File: src/shared/rvm_pkg.sv
package rvm_pkg;

  // ****************************************************************
  // Sizes of the vector map.
  // ****************************************************************
  // Program-memory word address width for the smallest member.
  localparam int RVM_PC_W    = 11;
  // Interrupt sources; the reset entry comes on top of these.
  localparam int RVM_NUM_SRC = 25;
  // Total table entries, reset included.
  localparam int RVM_NUM_VEC = 26;
  // Width of a source index.
  localparam int RVM_IDX_W   = 5;

  // ****************************************************************
  // Source indices, in ascending vector order.
  // ****************************************************************
  localparam logic [4:0] RVM_SRC_EXT_A     = 5'h00;
  localparam logic [4:0] RVM_SRC_EXT_B     = 5'h01;
  localparam logic [4:0] RVM_SRC_PCG_A     = 5'h02;
  localparam logic [4:0] RVM_SRC_PCG_B     = 5'h03;
  localparam logic [4:0] RVM_SRC_PCG_C     = 5'h04;
  localparam logic [4:0] RVM_SRC_WDOG      = 5'h05;
  localparam logic [4:0] RVM_SRC_T8A_MA    = 5'h06;
  localparam logic [4:0] RVM_SRC_T8A_MB    = 5'h07;
  localparam logic [4:0] RVM_SRC_T8A_WRAP  = 5'h08;
  localparam logic [4:0] RVM_SRC_T16_CAP   = 5'h09;
  localparam logic [4:0] RVM_SRC_T16_MA    = 5'h0A;
  localparam logic [4:0] RVM_SRC_T16_MB    = 5'h0B;
  localparam logic [4:0] RVM_SRC_T16_WRAP  = 5'h0C;
  localparam logic [4:0] RVM_SRC_T8S_MA    = 5'h0D;
  localparam logic [4:0] RVM_SRC_T8S_MB    = 5'h0E;
  localparam logic [4:0] RVM_SRC_T8S_WRAP  = 5'h0F;
  localparam logic [4:0] RVM_SRC_SPI       = 5'h10;
  localparam logic [4:0] RVM_SRC_USART_RX  = 5'h11;
  localparam logic [4:0] RVM_SRC_USART_BUF = 5'h12;
  localparam logic [4:0] RVM_SRC_USART_TX  = 5'h13;
  localparam logic [4:0] RVM_SRC_ADC       = 5'h14;
  localparam logic [4:0] RVM_SRC_EEPROM    = 5'h15;
  localparam logic [4:0] RVM_SRC_ACOMP     = 5'h16;
  localparam logic [4:0] RVM_SRC_TWO_WIRE  = 5'h17;
  localparam logic [4:0] RVM_SRC_SELF_PROG = 5'h18;

  // ****************************************************************
  // Word addresses of the table.
  // ****************************************************************
  // All reset causes share this entry; nothing can move it.
  localparam logic [10:0] RVM_RESET_ADDR = 11'h000;
  // Interrupt entries, one word each, indexed by source index.
  localparam logic [10:0] RVM_VEC_ADDR [0:24] = '{
    11'h001, 11'h002, 11'h003, 11'h004, 11'h005,
    11'h006, 11'h007, 11'h008, 11'h009, 11'h00A,
    11'h00B, 11'h00C, 11'h00D, 11'h00E, 11'h00F,
    11'h010, 11'h011, 11'h012, 11'h013, 11'h014,
    11'h015, 11'h016, 11'h017, 11'h018, 11'h019};

  // ****************************************************************
  // Dispatch states, Gray coded along idle, offer, serve.
  // ****************************************************************
  typedef enum logic [1:0] {
    RVM_ST_IDLE  = 2'b00,
    RVM_ST_OFFER = 2'b01,
    RVM_ST_SERVE = 2'b11
  } rvm_state_t;

endpackage : rvm_pkg

File: src/core/rvm_prio_enc.sv
`timescale 1ns/1ps

// ******************************************************************
// Lowest-index-wins priority encoder.
// ******************************************************************
module rvm_prio_enc #(
  parameter int N     = 25,
  parameter int IDX_W = 5
) (
  input  wire logic [N-1:0]     req,
  output logic                  found,
  output logic [IDX_W-1:0]      idx
);

  // Scan from the top down so that the lowest set bit is left last.
  always_comb begin
    found = 1'b0;
    idx   = '0;
    for (int i = N - 1; i >= 0; i--) begin
      if (req[i]) begin
        found = 1'b1;
        idx   = IDX_W'(i);
      end
    end
  end

endmodule : rvm_prio_enc

File: src/core/rvm_sync2.sv
`timescale 1ns/1ps

// ******************************************************************
// Two-flop synchroniser for a level from outside the clock domain.
// ******************************************************************
module rvm_sync2 #(
  parameter logic RESET_VAL = 1'b0
) (
  input  wire logic clk,
  input  wire logic resetn,
  input  wire logic async_in,
  output logic      sync_out
);

  // First stage; only the second stage reads it.
  logic meta_reg;

  // Both stages take the constant idle level under reset.
  always_ff @(posedge clk or negedge resetn) begin
    if (!resetn) begin
      meta_reg <= RESET_VAL;
      sync_out <= RESET_VAL;
    end else begin
      meta_reg <= async_in;
      sync_out <= meta_reg;
    end
  end

endmodule : rvm_sync2

File: src/core/rvm_vector_map.sv
`timescale 1ns/1ps

// How it works
// - All reset causes fetch from word zero.
// - External pin requests go to words 1, 2.
// - Pin-change groups go to words 3 to 5.
// - Watchdog word 6; async 8-bit timer 7 to 9.
// - 16-bit timer uses words 0x00A to 0x00D.
// - Sync 8-bit timer uses words 0x00E to 0x010.
// - Serial transfer done goes to word 0x011.
// - USART events go to words 0x012 to 0x014.
// - ADC, EEPROM, comparator go to 0x015 to 0x017.
// - Two-wire interface goes to word 0x018.
// - Self-program ready is last, word 0x019.
// - One word per entry: address equals number less one.
// - No relocation of reset or vector base.
module rvm_vector_map (
  input  wire logic                        clk,
  input  wire logic                        resetn,
  input  wire logic                        ext_reset_pin_n,
  input  wire logic                        power_on_event,
  input  wire logic                        brown_out_event,
  input  wire logic                        watchdog_reset_event,
  input  wire logic                        global_irq_enable,
  input  wire logic                        cpu_irq_accept,
  input  wire logic                        ext_pin_irq_a,
  input  wire logic                        ext_pin_irq_b,
  input  wire logic                        pin_change_group_a,
  input  wire logic                        pin_change_group_b,
  input  wire logic                        pin_change_group_c,
  input  wire logic                        watchdog_timeout_irq,
  input  wire logic                        t8b_async_match_a,
  input  wire logic                        t8b_async_match_b,
  input  wire logic                        t8b_async_wrap,
  input  wire logic                        t16_capture_irq,
  input  wire logic                        t16_match_a,
  input  wire logic                        t16_match_b,
  input  wire logic                        t16_wrap,
  input  wire logic                        t8b_sync_match_a,
  input  wire logic                        t8b_sync_match_b,
  input  wire logic                        t8b_sync_wrap,
  input  wire logic                        spi_xfer_done_irq,
  input  wire logic                        usart_rx_done_irq,
  input  wire logic                        usart_tx_buf_empty_irq,
  input  wire logic                        usart_tx_done_irq,
  input  wire logic                        adc_done_irq,
  input  wire logic                        eeprom_idle_irq,
  input  wire logic                        acomp_irq,
  input  wire logic                        two_wire_irq,
  input  wire logic                        self_program_idle_irq,
  output logic                             fetch_restart,
  output logic                             irq_pending,
  output logic [rvm_pkg::RVM_PC_W-1:0]     vector_addr,
  output logic [rvm_pkg::RVM_NUM_SRC-1:0]  served_onehot
);

  import rvm_pkg::*;

  // ****************************************************************
  // Request gathering.
  // ****************************************************************
  // Requests packed in ascending vector order; bit 0 is the highest.
  wire logic [RVM_NUM_SRC-1:0] req_vec;
  // Synchronised external reset pin, low while asserted.
  logic                        ext_reset_sync_n;
  // Any reset cause in this cycle.
  wire logic                   restart_cause;
  // Requests that may be offered now.
  wire logic [RVM_NUM_SRC-1:0] live_req;
  // Encoder results.
  logic                        win_found;
  logic [RVM_IDX_W-1:0]        win_idx;

  assign req_vec = {self_program_idle_irq, two_wire_irq, acomp_irq,
                    eeprom_idle_irq, adc_done_irq, usart_tx_done_irq,
                    usart_tx_buf_empty_irq, usart_rx_done_irq,
                    spi_xfer_done_irq, t8b_sync_wrap, t8b_sync_match_b,
                    t8b_sync_match_a, t16_wrap, t16_match_b, t16_match_a,
                    t16_capture_irq, t8b_async_wrap, t8b_async_match_b,
                    t8b_async_match_a, watchdog_timeout_irq,
                    pin_change_group_c, pin_change_group_b,
                    pin_change_group_a, ext_pin_irq_b, ext_pin_irq_a};

  // The pin comes from outside the clock domain; it idles high.
  rvm_sync2 #(
    .RESET_VAL (1'b1)
  ) u_ext_sync (
    .clk      (clk),
    .resetn   (resetn),
    .async_in (ext_reset_pin_n),
    .sync_out (ext_reset_sync_n)
  );

  assign restart_cause = !ext_reset_sync_n | power_on_event
                       | brown_out_event | watchdog_reset_event;

  // Nothing is offered while interrupts are globally off.
  assign live_req = global_irq_enable ? req_vec : '0;

  rvm_prio_enc #(
    .N     (RVM_NUM_SRC),
    .IDX_W (RVM_IDX_W)
  ) u_prio (
    .req   (live_req),
    .found (win_found),
    .idx   (win_idx)
  );

  // ****************************************************************
  // Dispatch state machine.
  // ****************************************************************
  // Current and next dispatch state.
  rvm_state_t                  state_reg;
  rvm_state_t                  state_next;
  // Source being offered or served.
  logic [RVM_IDX_W-1:0]        idx_reg;
  // Decoded events of this cycle.
  wire logic                   take_new;
  wire logic                   accepted;
  wire logic                   withdrawn;
  // Acknowledge pattern for the accepted source.
  wire logic [RVM_NUM_SRC-1:0] ack_pattern;
  // Address of the winner, read from the fixed table.
  wire logic [RVM_PC_W-1:0]    win_addr;

  assign take_new    = (state_reg == RVM_ST_IDLE) && win_found;
  assign accepted    = (state_reg == RVM_ST_OFFER) && cpu_irq_accept;
  // Interrupts switched off before the core accepted: stop offering.
  assign withdrawn   = (state_reg == RVM_ST_OFFER) && !cpu_irq_accept
                     && !global_irq_enable;
  assign ack_pattern = RVM_NUM_SRC'(1) << idx_reg;
  assign win_addr    = RVM_VEC_ADDR[win_idx];

  // Next state; the serve state gives the source one cycle to drop
  // its line before a new choice is made, so it is not taken twice.
  always_comb begin
    state_next = state_reg;
    unique case (state_reg)
      RVM_ST_IDLE: begin
        if (take_new) begin
          state_next = RVM_ST_OFFER;
        end
      end
      RVM_ST_OFFER: begin
        if (accepted) begin
          state_next = RVM_ST_SERVE;
        end else if (withdrawn) begin
          state_next = RVM_ST_IDLE;
        end
      end
      RVM_ST_SERVE: begin
        state_next = RVM_ST_IDLE;
      end
      default: begin
        // Code 2'b10 is illegal; recover to idle.
        state_next = RVM_ST_IDLE;
      end
    endcase
  end

  // State register; a reset cause forces the machine back to idle.
  always_ff @(posedge clk or negedge resetn) begin
    if (!resetn) begin
      state_reg <= RVM_ST_IDLE;
    end else if (restart_cause) begin
      state_reg <= RVM_ST_IDLE;
    end else begin
      state_reg <= state_next;
    end
  end

  // The winner is latched once and held until served.
  always_ff @(posedge clk or negedge resetn) begin
    if (!resetn) begin
      idx_reg <= '0;
    end else if (take_new && !restart_cause) begin
      idx_reg <= win_idx;
    end
  end

  // ****************************************************************
  // Outputs toward the core and the sources.
  // ****************************************************************
  // Restart request shown one cycle after any reset cause, for as long as it lasts.
  always_ff @(posedge clk or negedge resetn) begin
    if (!resetn) begin
      fetch_restart <= 1'b1;
    end else begin
      fetch_restart <= restart_cause;
    end
  end

  // Fetch address; the reset entry is fixed at word zero.
  always_ff @(posedge clk or negedge resetn) begin
    if (!resetn) begin
      vector_addr <= RVM_RESET_ADDR;
    end else if (restart_cause) begin
      vector_addr <= RVM_RESET_ADDR;
    end else if (take_new) begin
      vector_addr <= win_addr;
    end
  end

  // Pending request toward the core, high through the offer state.
  always_ff @(posedge clk or negedge resetn) begin
    if (!resetn) begin
      irq_pending <= 1'b0;
    end else if (restart_cause || accepted || withdrawn) begin
      irq_pending <= 1'b0;
    end else if (take_new) begin
      irq_pending <= 1'b1;
    end
  end

  // One-cycle acknowledge to the served source, so it clears its flag.
  always_ff @(posedge clk or negedge resetn) begin
    if (!resetn) begin
      served_onehot <= '0;
    end else if (accepted && !restart_cause) begin
      served_onehot <= ack_pattern;
    end else begin
      served_onehot <= '0;
    end
  end
endmodule : rvm_vector_map

File: config.mk
export PLATFORM = sky130hd
export DESIGN_NAME = rvm_vector_map
export DESIGN_NICKNAME = d
export VERILOG_FILES = /design/src/shared/rvm_pkg.sv /design/src/core/rvm_prio_enc.sv /design/src/core/rvm_sync2.sv /design/src/core/rvm_vector_map.sv
export SDC_FILE = /design/constraint.sdc
export NUM_CORES = 1
export LEC_CHECK = 0
export CAP_MARGIN = 20
export CORE_ASPECT_RATIO = 0.6
export CORE_MARGIN = 1
export CORE_UTILIZATION = 55
export DETAILED_ROUTE_END_ITERATION = 10
export DONT_BUFFER_PORTS = 1
export PLACE_DENSITY = 0.74
export SLEW_MARGIN = 10
export SYNTH_ARGS = -nofsm -noshare
export SYNTH_HDL_FRONTEND = slang
export SYNTH_HIERARCHICAL = 1
export SYNTH_SLANG_ARGS = --single-unit
export TNS_END_PERCENT = 10
File: constraint.sdc
create_clock -name clk -period 4.9 [get_ports clk]
set_clock_uncertainty 0.2 [all_clocks]
set_input_delay 0.245 -clock clk [delete_from_list [all_inputs] [get_ports clk]]
set_output_delay 0.245 -clock clk [all_outputs]
set_load 0.1 [all_outputs]
# ---- Word-level counts from Yosys, hierarchy flattened
# Memories as Yosys holds them, arrays and structs flattened.
# Cells that the tools add are included.
dict set report word_totals {
  elab_cells 97
  in_bits 33
  out_inout_bits 38
  rom_bits 352
  register_bits 47
  mem_count 1
}
# name words width read_ports rd_ports_with_merged_regs wr line_no
set memory_table {}
lappend memory_table {{(no name shown)} 32 11 1 0 0 rvm_vector_map.sv:132} ;# assign win_addr = RVM_VEC_ADDR[win_idx];
dict set report op_classes {
  n_lt_le_gt_ge 1
  reduce_logical 16
  n_eq_ne 3
  muxes 63
  shifts 1
  bitwise_logic 4
}
# operator count
set ops {}
lappend ops {{$mux W5} 25}
lappend ops {{$mux W25} 2}
lappend ops {{$mux W11} 4}
lappend ops {{$mux W1} 27}
lappend ops {{$shl A1 B5 Y25 const A} 1}
lappend ops {{$mux W2} 4}
lappend ops {{$ge A6 B6 Y1 const B} 1}
lappend ops {{$logic_and A1 B1 Y1} 6}
lappend ops {{$not A5 Y6} 1}
lappend ops {{$logic_not A1 Y1} 4}
lappend ops {{$ne A4 B4 Y1 const B} 1}
lappend ops {{$pmux W2 S2} 1}
lappend ops {{$reduce_bool A2 Y1} 2}
lappend ops {{$ne A3 B3 Y1 const B} 1}
lappend ops {{$or A1 B1 Y1} 3}
lappend ops {{$eq A2 B1 Y1 const B} 1}
lappend ops {{$logic_not A2 Y1} 1}
lappend ops {{$logic_or A1 B1 Y1} 2}
lappend ops {{$reduce_and A2 Y1} 1}

# ---- Logic depth before layout (Yosys ltp)
# Gate-level depths: netlist of run 1.
dict set report depth {
  ltp_word 32
  ltp_mapped 10
  depth_no_buf 9
}

# ---- Hierarchy
# The synthesis of run 1 kept the hierarchy.
# mod n_inst seq_area_each_um2 cells_each area_each_um2
set modules_own_cells {}
lappend modules_own_cells {rvm_vector_map 1 977.2 152 1671.6}
lappend modules_own_cells {rvm_prio_enc 1 0.0 49 295.3}
lappend modules_own_cells {rvm_sync2 1 52.6 2 52.6}

# ---- Least setup slack after synthesis of run 1
# No wires, ideal clock.
dict set report synth_timing {
  path_type {input -> register}
  from {in global_irq_enable}
  to {reg vector_addr[3] (netlist name)}
  setup_ns 0.139
  slack_ns 2.491
  n_path_buf 1
  cell_stages 10
  required_ns 4.561
  t_arrival_ns 2.070
  cell_sequence {clkbuf_1 -> and2_1 -> nor4_2 -> o21ai_1 -> o311a_1 -> a2111oi_1 -> ha_1 -> nand2_1 -> o21ai_0 -> a31oi_1}
}
dict set report synth_via {
  word_cells_on_any_way 59
  cone_classes {mux: 55; bitwise: 1; reduce/logical: 2; memory: 1}
}
# item line_no
set synth_rtl {}
lappend synth_rtl {{start, declared} rvm_vector_map.sv:24} ;# input wire logic global_irq_enable,
lappend synth_rtl {{$mux W25} rvm_vector_map.sv:98} ;# assign live_req = global_irq_enable ? req_vec : '0;
lappend synth_rtl {{named net live_req[13]} rvm_vector_map.sv:69} ;# wire logic [RVM_NUM_SRC-1:0] live_req;
lappend synth_rtl {{$mux W5 (14 in a row)} rvm_prio_enc.sv:20} ;# if (req[i]) begin
lappend synth_rtl {{named net win_idx[1]} rvm_vector_map.sv:72} ;# logic [RVM_IDX_W-1:0] win_idx;
lappend synth_rtl {{$not A5 Y6 (not written as such)} rvm_vector_map.sv:132}
lappend synth_rtl {{$mem_v2 Z32 W11} n/a}
lappend synth_rtl {{$mux W11 (not written as such) (2 in a row)} rvm_vector_map.sv:132}
lappend synth_rtl {{$mux W11} rvm_vector_map.sv:199} ;# end else if (take_new) begin
lappend synth_rtl {{$mux W11} rvm_vector_map.sv:197} ;# end else if (restart_cause) begin
lappend synth_rtl {{end signal, assigned} rvm_vector_map.sv:200} ;# vector_addr <= win_addr;
lappend synth_rtl {{end, declared} rvm_vector_map.sv:53} ;# output logic [rvm_pkg::RVM_PC_W-1:0] vector_addr,
# The timed path passes the listed nets, and every way through them passes these cells. The select of a mux whose other input is x is not followed.
# A chain may end at the register's enable or synchronous reset.

# ---- Worst setup path after layout of run 1
dict set report layout_timing {
  from {in power_on_event}
  to {reg served_onehot[12] (netlist name)}
}
dict set report layout_via {
  elab_chain_cells 6
}
# item line_no
set layout_lines {}
lappend layout_lines {{start, declared} rvm_vector_map.sv:21} ;# input wire logic power_on_event,
lappend layout_lines {{$or A1 B1 Y1} rvm_vector_map.sv:94} ;# assign restart_cause = !ext_reset_sync_n | power_on_event
lappend layout_lines {{$or A1 B1 Y1 (2 in a row)} rvm_vector_map.sv:95} ;# | brown_out_event | watchdog_reset_event;
lappend layout_lines {{named net restart_cause} rvm_vector_map.sv:67} ;# wire logic restart_cause;
lappend layout_lines {{$logic_not A1 Y1} rvm_vector_map.sv:219} ;# end else if (accepted && !restart_cause) begin
lappend layout_lines {{$logic_and A1 B1 Y1} rvm_vector_map.sv:219}
lappend layout_lines {{$mux W25} rvm_vector_map.sv:219}
lappend layout_lines {{end signal, assigned} rvm_vector_map.sv:220} ;# served_onehot <= ack_pattern;
lappend layout_lines {{end, declared} rvm_vector_map.sv:54} ;# output logic [rvm_pkg::RVM_NUM_SRC-1:0] served_onehot
# The timed path passes the listed nets, and every way through them passes these cells.

==> results of run 1 <==
-- area by class of cell --
class                   count  area [um^2]
clock buffers               7         86.3
clock inverters             1         30.0
fillers                   271         1160
inverters                   3         11.3
multi-input cells         154          930
flip-flops and latches     41         1030
well taps                  45         56.3
repair buffers              7         80.1
-- report_power, final --
group	internal [W]	leakage (nW)	switching [W]
logic	0.0000349	0.341	0.0000656
clock network	0.000166	0.0585	0.000111
registers	0.000348	0.557	0.0000182
total	0.000549	0.956	0.000195
-- cell usage after synthesis --
| master | count |
|---|---|
| nand2b_1 | 2 |
| nor2_1 | 31 |
| o21bai_1 | 3 |
| a21o_1 | 1 |
| nor4b_4 | 1 |
| conb_1 | 1 |
| nor3_1 | 5 |
| and4b_1 | 2 |
| nor2b_1 | 6 |
| a221oi_1 | 1 |
| mux2_2 | 5 |
| clkbuf_1 | 3 |
| nand3_1 | 5 |
| and2_1 | 25 |
| nor4_2 | 1 |
| and3_1 | 1 |
| inv_1 | 2 |
| dfstp_2 | 3 |
| nand2_1 | 11 |
| or3_1 | 1 |
| nor2_2 | 7 |
| o211ai_1 | 3 |
| o311ai_0 | 1 |
| o21ai_0 | 6 |
| a21oi_1 | 3 |
| inv_2 | 1 |
| nor3b_1 | 3 |
| or4_1 | 1 |
| a31oi_1 | 2 |
| dfrtp_1 | 38 |
| a2111oi_1 | 1 |
| buf_6 | 1 |
| nor4bb_1 | 1 |
| ha_1 | 2 |
| nor4_1 | 6 |
| nand3b_1 | 4 |
| nand4_1 | 1 |
| a2111oi_0 | 1 |
| or3_2 | 1 |
| o311a_1 | 1 |
| buf_4 | 6 |
| a21boi_1 | 1 |
| o21ai_1 | 1 |
| a311oi_1 | 1 |
-- layer usage --
layer / up-vias / part of all wire / GRT usage
met5: - / 0 / 0
met4: 0 / 0.0093 / 0.0685
met3: 8 / 0.092 / 0.0935
met2: 68 / 0.43 / 0.352
met1: 715 / 0.47 / 0.331
li1: 708 / - / -
-- cells by family after synthesis --
family | after synthesis
simple gates | 115
flops | 41
compound gates | 26
buf+inv | 13
mux | 5
fa+ha+maj | 2
other cells | 1
-- cells in the final DEF (no fill, tap or decap), drive strengths merged, types with 2 or more instances in the layout --
master / instances
dfrtp: 38
nor2: 38
and2: 25
nand2: 11
o21ai: 7
clkbuf: 7
nor4: 7
nor2b: 6
conb: 6
dlygate4sd3: 6
nand3: 5
mux2: 5
nor3: 5
nand3b: 4
nor3b: 3
o211ai: 3
a21oi: 3
dfstp: 3
o21bai: 3
inv: 3
and4b: 2
a31oi: 2
nand2b: 2
ha: 2
or3: 2
a2111oi: 2
-- worst max-delay path by stage --
stage | startpoint | endpoint | slack [ns] | cells after the start
detailed placement | t8b_sync_match_a | vector_addr[3] | 1.96 | 8
finish | power_on_event | served_onehot[12] | 2.14 | 6
floorplan | global_irq_enable | vector_addr[3] | 2.49 | 10
global placement | t8b_sync_match_a | vector_addr[3] | 2.07 | 8
global route | t8b_sync_match_a | vector_addr[3] | 1.96 | 8
CTS | power_on_event | served_onehot[12] | 2.14 | 6
-- per-stage QoR --
stage	setup WS, ns	area [um^2]	instances	total power, W
2_1_floorplan	2.49	2040	208	0.000450
3_3_place_gp	2.07	2030	243	0.000455
3_5_place_dp	1.96	2030	243	0.000459
4_1_cts	2.14	2220	258	0.000744
5_1_grt	1.96	2220	258	0.000771
6_report	2.14	2220	258	0.000744
-- worst reg2reg max path: stages, from the launching register on --
cell           delay [ns]
dfstp_2              0.52
nor4b_4              0.38
dlygate4sd3_1        0.70
inv_2                0.10
or3_1                0.51
nor2_2               0.18
==> impl_metrics.csv, run 1 <==
group,metric,value,unit
run_status,outcome,"complete, no violations",
logic_synthesis,synth_cell_types,44,
pwr,p_leak,0.956,nW
pwr,ir_worst_vdd,0.000226,V
drt,firstDrtPassIters,5,
worst_setup_path,ff2ff_path_depth,5,
job,maxCapViolCount,0,
clock_tree,h-tree-depth,2,
sta,fin_tns_setup,0,ns
clock_tree,cts_root_buf,"clkbuf_8",
final_layout,syn_to_final_growth,10.1,%
floorplan,die_height,48.9,um
final_layout,n_antenna_cell,0,
logic_synthesis,synth-compound-area-share,0.0880,
logic_synthesis,yosys.area.top_type,"dfrtp_1",
logic_synthesis,synth_top_area_frac,0.471,
sta,worst_hold_slack,0.0151,ns
worst_setup_path,path_buf_inv,3,
worst_setup_path,crit_arrival,2.78,ns
sta,layout_min_cycle_time,2.76,ns
sta,rsz0062_at_grt,"false",
min_path,holdPathStages,3,
final_layout,largest_reg_flops,25,
sta,tightest_slew,1.04,ns
clock_tree,cts.sinks,41,
logic_synthesis,netlist_area,2020,um^2
floorplan,initial_core_util,0.597,
floorplan,core,3380,um^2
worst_setup_path,max_stage_delay,0.70,ns
sta,relSlewSlack,0.306,
sta,finalHoldViolCount,0,
min_path,hold-path-endpoint,"vector_addr[2]",
min_path,worstHoldPathType,"in2reg",
global_route,gr-total-overflow,0,
worst_setup_path,crit_chain,"dlygate4sd3_1, nor4b_4, dlygate4sd3_1, inv_2, or3_1, nor2_2",
logic_synthesis,synth_area_leaders,"dfrtp_1 47%, and2_1 7.7%, nor2_1 5.8%",
clock_tree,clk_latency,0.28,ns
global_route,grt_usage,0.240,
worst_setup_path,crit_fanout,7,
final_layout,drive_gt1_frac,0.127,
placement,gp_congestion,0.873,
floorplan,pin_count,71,
worst_setup_path,r2r_setup_slack,2.24,ns
worst_setup_path,r2r_start,"u_ext_sync/sync_out",
drt,vias_per_cell,5.81,
logic_synthesis,synth_top_family_by_area,"simple AND/OR/NAND/NOR gates",
global_route,grt_max_degree,42,
logic_synthesis,avgSynthCellArea,9.95,um^2
worst_setup_path,r2r-end,"served_onehot[12]",
placement,dpl.hpwl,3280,um
logic_synthesis,synth_cells,203,
logic_synthesis,synth_seq_cells,41,
drt,drtIter0Drc,94,
pwr,p_per_area,335,nW/um^2
worst_setup_path,start_kind,"primary input",
floorplan,fp-row-count,16,
min_path,min-delay-start,"watchdog_reset_event",
drt,route.detailed.drc,0,
worst_setup_path,crit_required,4.92,ns
clock_tree,ctsHoldBuffers,7,
clock_tree,cts_tree,"done",
clock_tree,clkSlewWorstSetupHoldPaths,0.08,ns
floorplan,die_w,80.2,um
logic_synthesis,yosysSeqAreaShare,0.510,
worst_setup_path,cp_top_family,"buffers and inverters",
clock_tree,cts_buffers,5,
logic_synthesis,synthMuxAreaShare,0.0279,
drt,wl_per_cell,16.7,um
drt,drt-total-wl,4320,um
clock_tree,clockBufferDepth,2,
final_layout,final_util,0.657,
clock_tree,cts_repair_resize_count,0,
placement,io_buffers,0,
sta,period_share,0.563,
global_route,grt_pass1_vias,1459,
sta,setup_violations,0,
logic_synthesis,synth_fa_ha_area_frac,0.0124,
drt,final_antenna_net_count,0,
global_route,antenna_found_initial,0,
global_route,grt_pass1_wl,6970,um
logic_synthesis,synth-simple-area-share,0.321,
sta,drv_slew,0,
worst_setup_path,crit_path_end_kind,"flop",
drt,vias,1499,
clock_tree,post-cts-setup-buffers,0,
worst_setup_path,cp_common_cell,"dlygate4sd3_1",
worst_setup_path,critPathSlowestCell,"dlygate4sd3_1",
worst_setup_path,worstSetupPathType,"in2reg",
floorplan,fp.dieArea,3930,um^2
final_layout,fin_nets,247,
logic_synthesis,yosys.area_share.xor_xnor,0,
logic_synthesis,yosysWarnings,6,
sta,fmax,0.362,GHz
Note: power is estimated with default switching activity, not from simulation.
==> run 2: changes to the inputs <==
- clock period: 4.9 -> 2.54 ns (I/O delays scaled with it)
==> impl_metrics.csv, run 2 (synthesis gave the netlist of run 1 again) <==
group,metric,value,unit
run_status,outcome,"complete, no violations",
global_route,grt_pass1_wl,7460,um
placement,io_buffers,0,
worst_setup_path,crit_arrival,2.34,ns
pwr,pwr-share-seq,0.531,
clock_tree,h-tree-depth,2,
global_route,grt_max_degree,42,
sta,rsz0062_at_grt,"false",
min_path,worstHoldPathType,"in2reg",
global_route,grt_usage,0.255,
pwr,combPwrFrac,0.165,
floorplan,die_w,80.2,um
placement,dpl.hpwl,3530,um
clock_tree,cts_root_buf,"clkbuf_8",
drt,final_antenna_net_count,0,
floorplan,fp-row-count,16,
drt,wl_per_cell,17.1,um
min_path,min-delay-start,"cpu_irq_accept",
floorplan,core,3380,um^2
pwr,p_leak,1.00,nW
worst_setup_path,crit_required,2.56,ns
sta,fin_tns_setup,0,ns
pwr,pwr-share-clk,0.305,
floorplan,pin_count,71,
min_path,holdPathStages,3,
clock_tree,clkSlewWorstSetupHoldPaths,0.08,ns
final_layout,multi_input_area,935,um^2
clock_tree,post-cts-setup-buffers,0,
final_layout,drive_gt1_frac,0.165,
drt,drtIter0Drc,101,
worst_setup_path,r2r-end,"served_onehot[12]",
sta,layout_min_cycle_time,2.32,ns
final_layout,fin_nets,258,
worst_setup_path,r2r_setup_slack,0.22,ns
pwr,internal_power,0.000940,W
final_layout,fin_cells,269,
sta,drv_slew,0,
final_layout,layout_common_cells,"38 x dfrtp_1, 31 x nor2_1, 25 x and2_1",
pwr,switching_share,0.283,
min_path,hold-path-endpoint,"served_onehot[20]",
floorplan,die_height,48.9,um
drt,firstDrtPassIters,4,
clock_tree,cts_tree,"done",
pwr,p_per_area,575,nW/um^2
final_layout,fillers,258,
sta,fmax,0.431,GHz
drt,drt-total-wl,4590,um
worst_setup_path,start_kind,"flop",
global_route,antenna_found_initial,0,
global_route,gr-total-overflow,0,
clock_tree,clockBufferDepth,2,
sta,period_share,0.913,
worst_setup_path,crit_fanout,9,
global_route,grt_pass1_vias,1550,
worst_setup_path,crit_path_end_kind,"flop",
final_layout,layout_commonest_cell,"dfrtp_1",
placement,gp_congestion,0.874,
sta,finalHoldViolCount,0,
drt,vias_per_cell,5.75,
floorplan,fp.dieArea,3930,um^2
floorplan,initial_core_util,0.597,
drt,route.detailed.drc,0,
drt,vias,1547,
job,maxCapViolCount,0,
sta,setup_violations,0,
worst_setup_path,r2r_start,"u_ext_sync/sync_out",
pwr,power.switching,0.000370,W
sta,tightest_slew,0.906,ns
worst_setup_path,ff2ff_path_depth,6,
final_layout,largest_reg_flops,25,
clock_tree,cts.sinks,41,
final_layout,seq_area,1030,um^2
clock_tree,clk_latency,0.29,ns
sta,relSlewSlack,0.396,
pwr,ir_worst_vdd,0.000385,V
placement,placed_cells,253,
clock_tree,cts_buffers,5,
final_layout,n_antenna_cell,0,
worst_setup_path,worstSetupPathType,"reg2reg",
final_layout,syn_to_final_growth,12.8,%
==> run 2: cell types whose count changed in the layout (fill, tap and decap cells not counted) <==
| cell | before | now |
|---|---|---|
| clkbuf_1 | 1 | 2 |
| or3_1 | 1 | 0 |
| or3_4 | 0 | 1 |
| clkbuf_8 | 6 | 5 |
| buf_4 | 0 | 10 |
| dlygate4sd3_1 | 6 | 7 |
| clkinv_2 | 0 | 1 |
| bufinv_16 | 1 | 0 |
==> run 2: cell type report <==
type,instances,area share
multi-input cells,154,0.410
flip-flops and latches,41,0.452
clock inverters,1,0.00220
repair buffers,18,0.0725
clock buffers,7,0.0335
inverters,3,0.00494
well taps,45,0.0247
==> run 2: repair_timing <==
action,in CTS,in global routing
hold buffers,8,0
endpoints found under the hold margin,49,0
resized for setup,0,1
endpoints found under the setup margin,0,7
==> run 2: power groups by stage <==
stage | logic (W) | registers [W] | clock network [W]
2_1_floorplan | 0.000153 | 0.000714 | 0
6_report | 0.000216 | 0.000695 | 0.000399
3_3_place_gp | 0.000183 | 0.000704 | 0
3_5_place_dp | 0.000188 | 0.000706 | 0
5_1_grt | 0.000234 | 0.000697 | 0.000432
4_1_cts | 0.000214 | 0.000694 | 0.000404
==> run 2: how the worst max path moves through the flow <==
stage / from / slack (ns) / end
after detailed placement: t8b_sync_match_a / 0.22 / vector_addr[3]
after floorplan: global_irq_enable / 0.25 / vector_addr[3]
final: u_ext_sync/sync_out / 0.22 / served_onehot[12]
after CTS: u_ext_sync/sync_out / 0.08 / served_onehot[12]
after global routing: u_ext_sync/sync_out / 0.12 / served_onehot[20]
after global placement: t8b_sync_match_a / 0.20 / vector_addr[2]
==> run 2: metal layers <==
metal  track usage  vias to the layer above  share of wire
met3        0.0785                        2          0.078
met2         0.409                       69           0.45
met1         0.345                      745           0.47
met4        0.0506                        0         0.0031
met5             0                        -              0
li1              -                      731              -
==> run 2: per-stage QoR <==
stage | instance area (um^2) | util | power [W] | setup WS (ns) | hold WS, ns
5_1_grt | 2280 | 0.673 | 0.00136 | 0.118 | 0.0823
2_1_floorplan | 2040 | - | 0.000868 | 0.249 | -0.369
3_5_place_dp | 2100 | 0.621 | 0.000894 | 0.215 | -0.368
3_3_place_gp | 2100 | 0.621 | 0.000886 | 0.202 | -0.368
6_report | 2280 | 0.673 | 0.00131 | 0.222 | 0.0628
4_1_cts | 2270 | 0.672 | 0.00131 | 0.0787 | 0.0549
==> run 2: critical path: stages (launching register included) <==
cell	delay [ns]
dfstp_2	0.52
nor4b_4	0.16
dlygate4sd3_1	0.58
buf_4	0.16
inv_2	0.10
or3_4	0.41
nor2_2	0.13
==> run 3: changes to the inputs <==
- PLACE_DENSITY: 0.74 -> 0.7
==> impl_metrics.csv, run 3 (synthesis gave the netlist of run 1 again) <==
group,metric,value,unit
global_route,grt_max_degree,42,
min_path,worstHoldPathType,"in2reg",
global_route,grt_pass1_vias,1550,
sta,fmax,0.419,GHz
sta,rsz0062_at_grt,"false",
placement,dp_slack,0.0566,ns
global_route,grt_pass1_wl,7360,um
pwr,ir_worst_vdd,0.000419,V
final_layout,layout_commonest_cell,"dfrtp_1",
clock_tree,cts_buffers,5,
floorplan,die_w,80.2,um
sta,layout_min_cycle_time,2.39,ns
placement,placed_area,2090,um^2
floorplan,core,3380,um^2
worst_setup_path,start_kind,"flop",
sta,relSlewSlack,0.395,
sta,tightest_slew,0.908,ns
placement,gp_congestion,0.981,
drt,wl_per_cell,17.2,um
clock_tree,cts_tree,"done",
final_layout,fin_nets,257,
drt,final_antenna_net_count,0,
floorplan,pin_count,71,
final_layout,final_area,2290,um^2
drt,firstDrtPassIters,4,
drt,vias_per_cell,5.91,
worst_setup_path,crit_path_end_kind,"flop",
clock_tree,clkSlewWorstSetupHoldPaths,0.07,ns
drt,met2WireLength,2020,um
floorplan,fp.dieArea,3930,um^2
worst_setup_path,crit_arrival,2.41,ns
final_layout,n_antenna_cell,0,
clock_tree,clockBufferDepth,2,
drt,drtIter0Drc,90,
global_route,gr-total-overflow,0,
drt,top_layer_used,"met4",
clock_tree,post-cts-setup-buffers,0,
floorplan,die_height,48.9,um
drt,wl_met3,497,um
pwr,p_per_area,621,nW/um^2
pwr,p_leak,1.01,nW
placement,io_buffers,0,
placement,dpl.hpwl,3550,um
run_status,outcome,"complete, no violations",
clock_tree,cts.sinks,41,
drt,wl_met1,2070,um
clock_tree,clk_latency,0.30,ns
clock_tree,cts_root_buf,"clkbuf_8",
pwr,power,0.00142,W
final_layout,syn_to_final_growth,13.5,%
sta,setup_violations,0,
final_layout,largest_reg_flops,25,
job,maxCapViolCount,0,
clock_tree,cts_repair_resize_count,0,
floorplan,fp-row-count,16,
clock_tree,h-tree-depth,2,
sta,drv_slew,0,
final_layout,drive_gt1_frac,0.161,
sta,period_share,0.940,
sta,finalHoldViolCount,0,
floorplan,initial_core_util,0.597,
sta,fin_ws,0.154,ns
drt,drt-total-wl,4620,um
final_layout,layout_common_cells,"38 x dfrtp_1, 31 x nor2_1, 25 x and2_1",
drt,vias,1583,
drt,route.detailed.drc,0,
sta,worst_hold_slack,0.0160,ns
global_route,grt_usage,0.257,
worst_setup_path,crit_required,2.56,ns
worst_setup_path,worstSetupPathType,"reg2reg",
global_route,antenna_found_initial,0,
worst_setup_path,crit_fanout,7,
sta,fin_tns_setup,0,ns
run 3: cell count changes in the layout (fill, tap and decap cells not counted):
cell       delta
buf_4         -1
bufinv_16     +1
clkbuf_1      -1
or3_1         +1
or3_4         -1
run 3: layer usage:
layer | track usage | up-vias
met5 | 0 | -
met4 | 0.0417 | 0
met3 | 0.123 | 4
met2 | 0.393 | 82
met1 | 0.338 | 767
li1 | - | 730
run 3: worst max-delay path, cell delays in order, from the launching register on:
cell	delay, ns
dfstp_2	0.52
nor4b_4	0.16
dlygate4sd3_1	0.66
inv_2	0.11
or3_1	0.50
nor2_2	0.18
run 3: worst paths after layout:
kind | from | to | slack [ns] | cells past startpoint
setup / recovery | u_ext_sync/sync_out | served_onehot[12] | 0.15 | 5
hold / removal | global_irq_enable | irq_pending | 0.02 | 3
setup reg to reg | u_ext_sync/sync_out | served_onehot[12] | 0.15 | 5
hold reg to reg | u_ext_sync/meta_reg | u_ext_sync/sync_out | 0.16 | 0
max in group asynchronous | resetn | u_ext_sync/meta_reg | 1.79 | 2
min in group asynchronous | resetn | served_onehot[10] | 0.09 | 2
run 3: area by class of cell:
class / count / area (um^2)
Sequential cell: 41 / 1030
Timing Repair Buffer: 17 / 158
Clock buffer: 6 / 72.6
Tap cell: 45 / 56.3
Fill cell: 261 / 1090
Multi-Input combinational cell: 154 / 930
Clock inverter: 2 / 35.0
Inverter: 3 / 11.3
run 3: repair_timing:
action	CTS	global route
endpoints found under the hold margin	52	0
endpoints found under the setup margin	0	0
hold buffers	8	0
run 3: power breakdown:
group          switching [W]  total (W)  leakage [nW]  internal [W]
clock network       0.000223   0.000514        0.0552      0.000292
logic               0.000144   0.000216         0.394     0.0000723
registers          0.0000196   0.000692         0.557      0.000673
total               0.000386    0.00142          1.01       0.00104
run 3: stage by stage:
stage,utilization,std cells
after floorplan,-,208
after global placement,0.619,252
after detailed placement,0.619,252
after CTS,0.678,268
after global routing,0.678,268
final,0.678,268
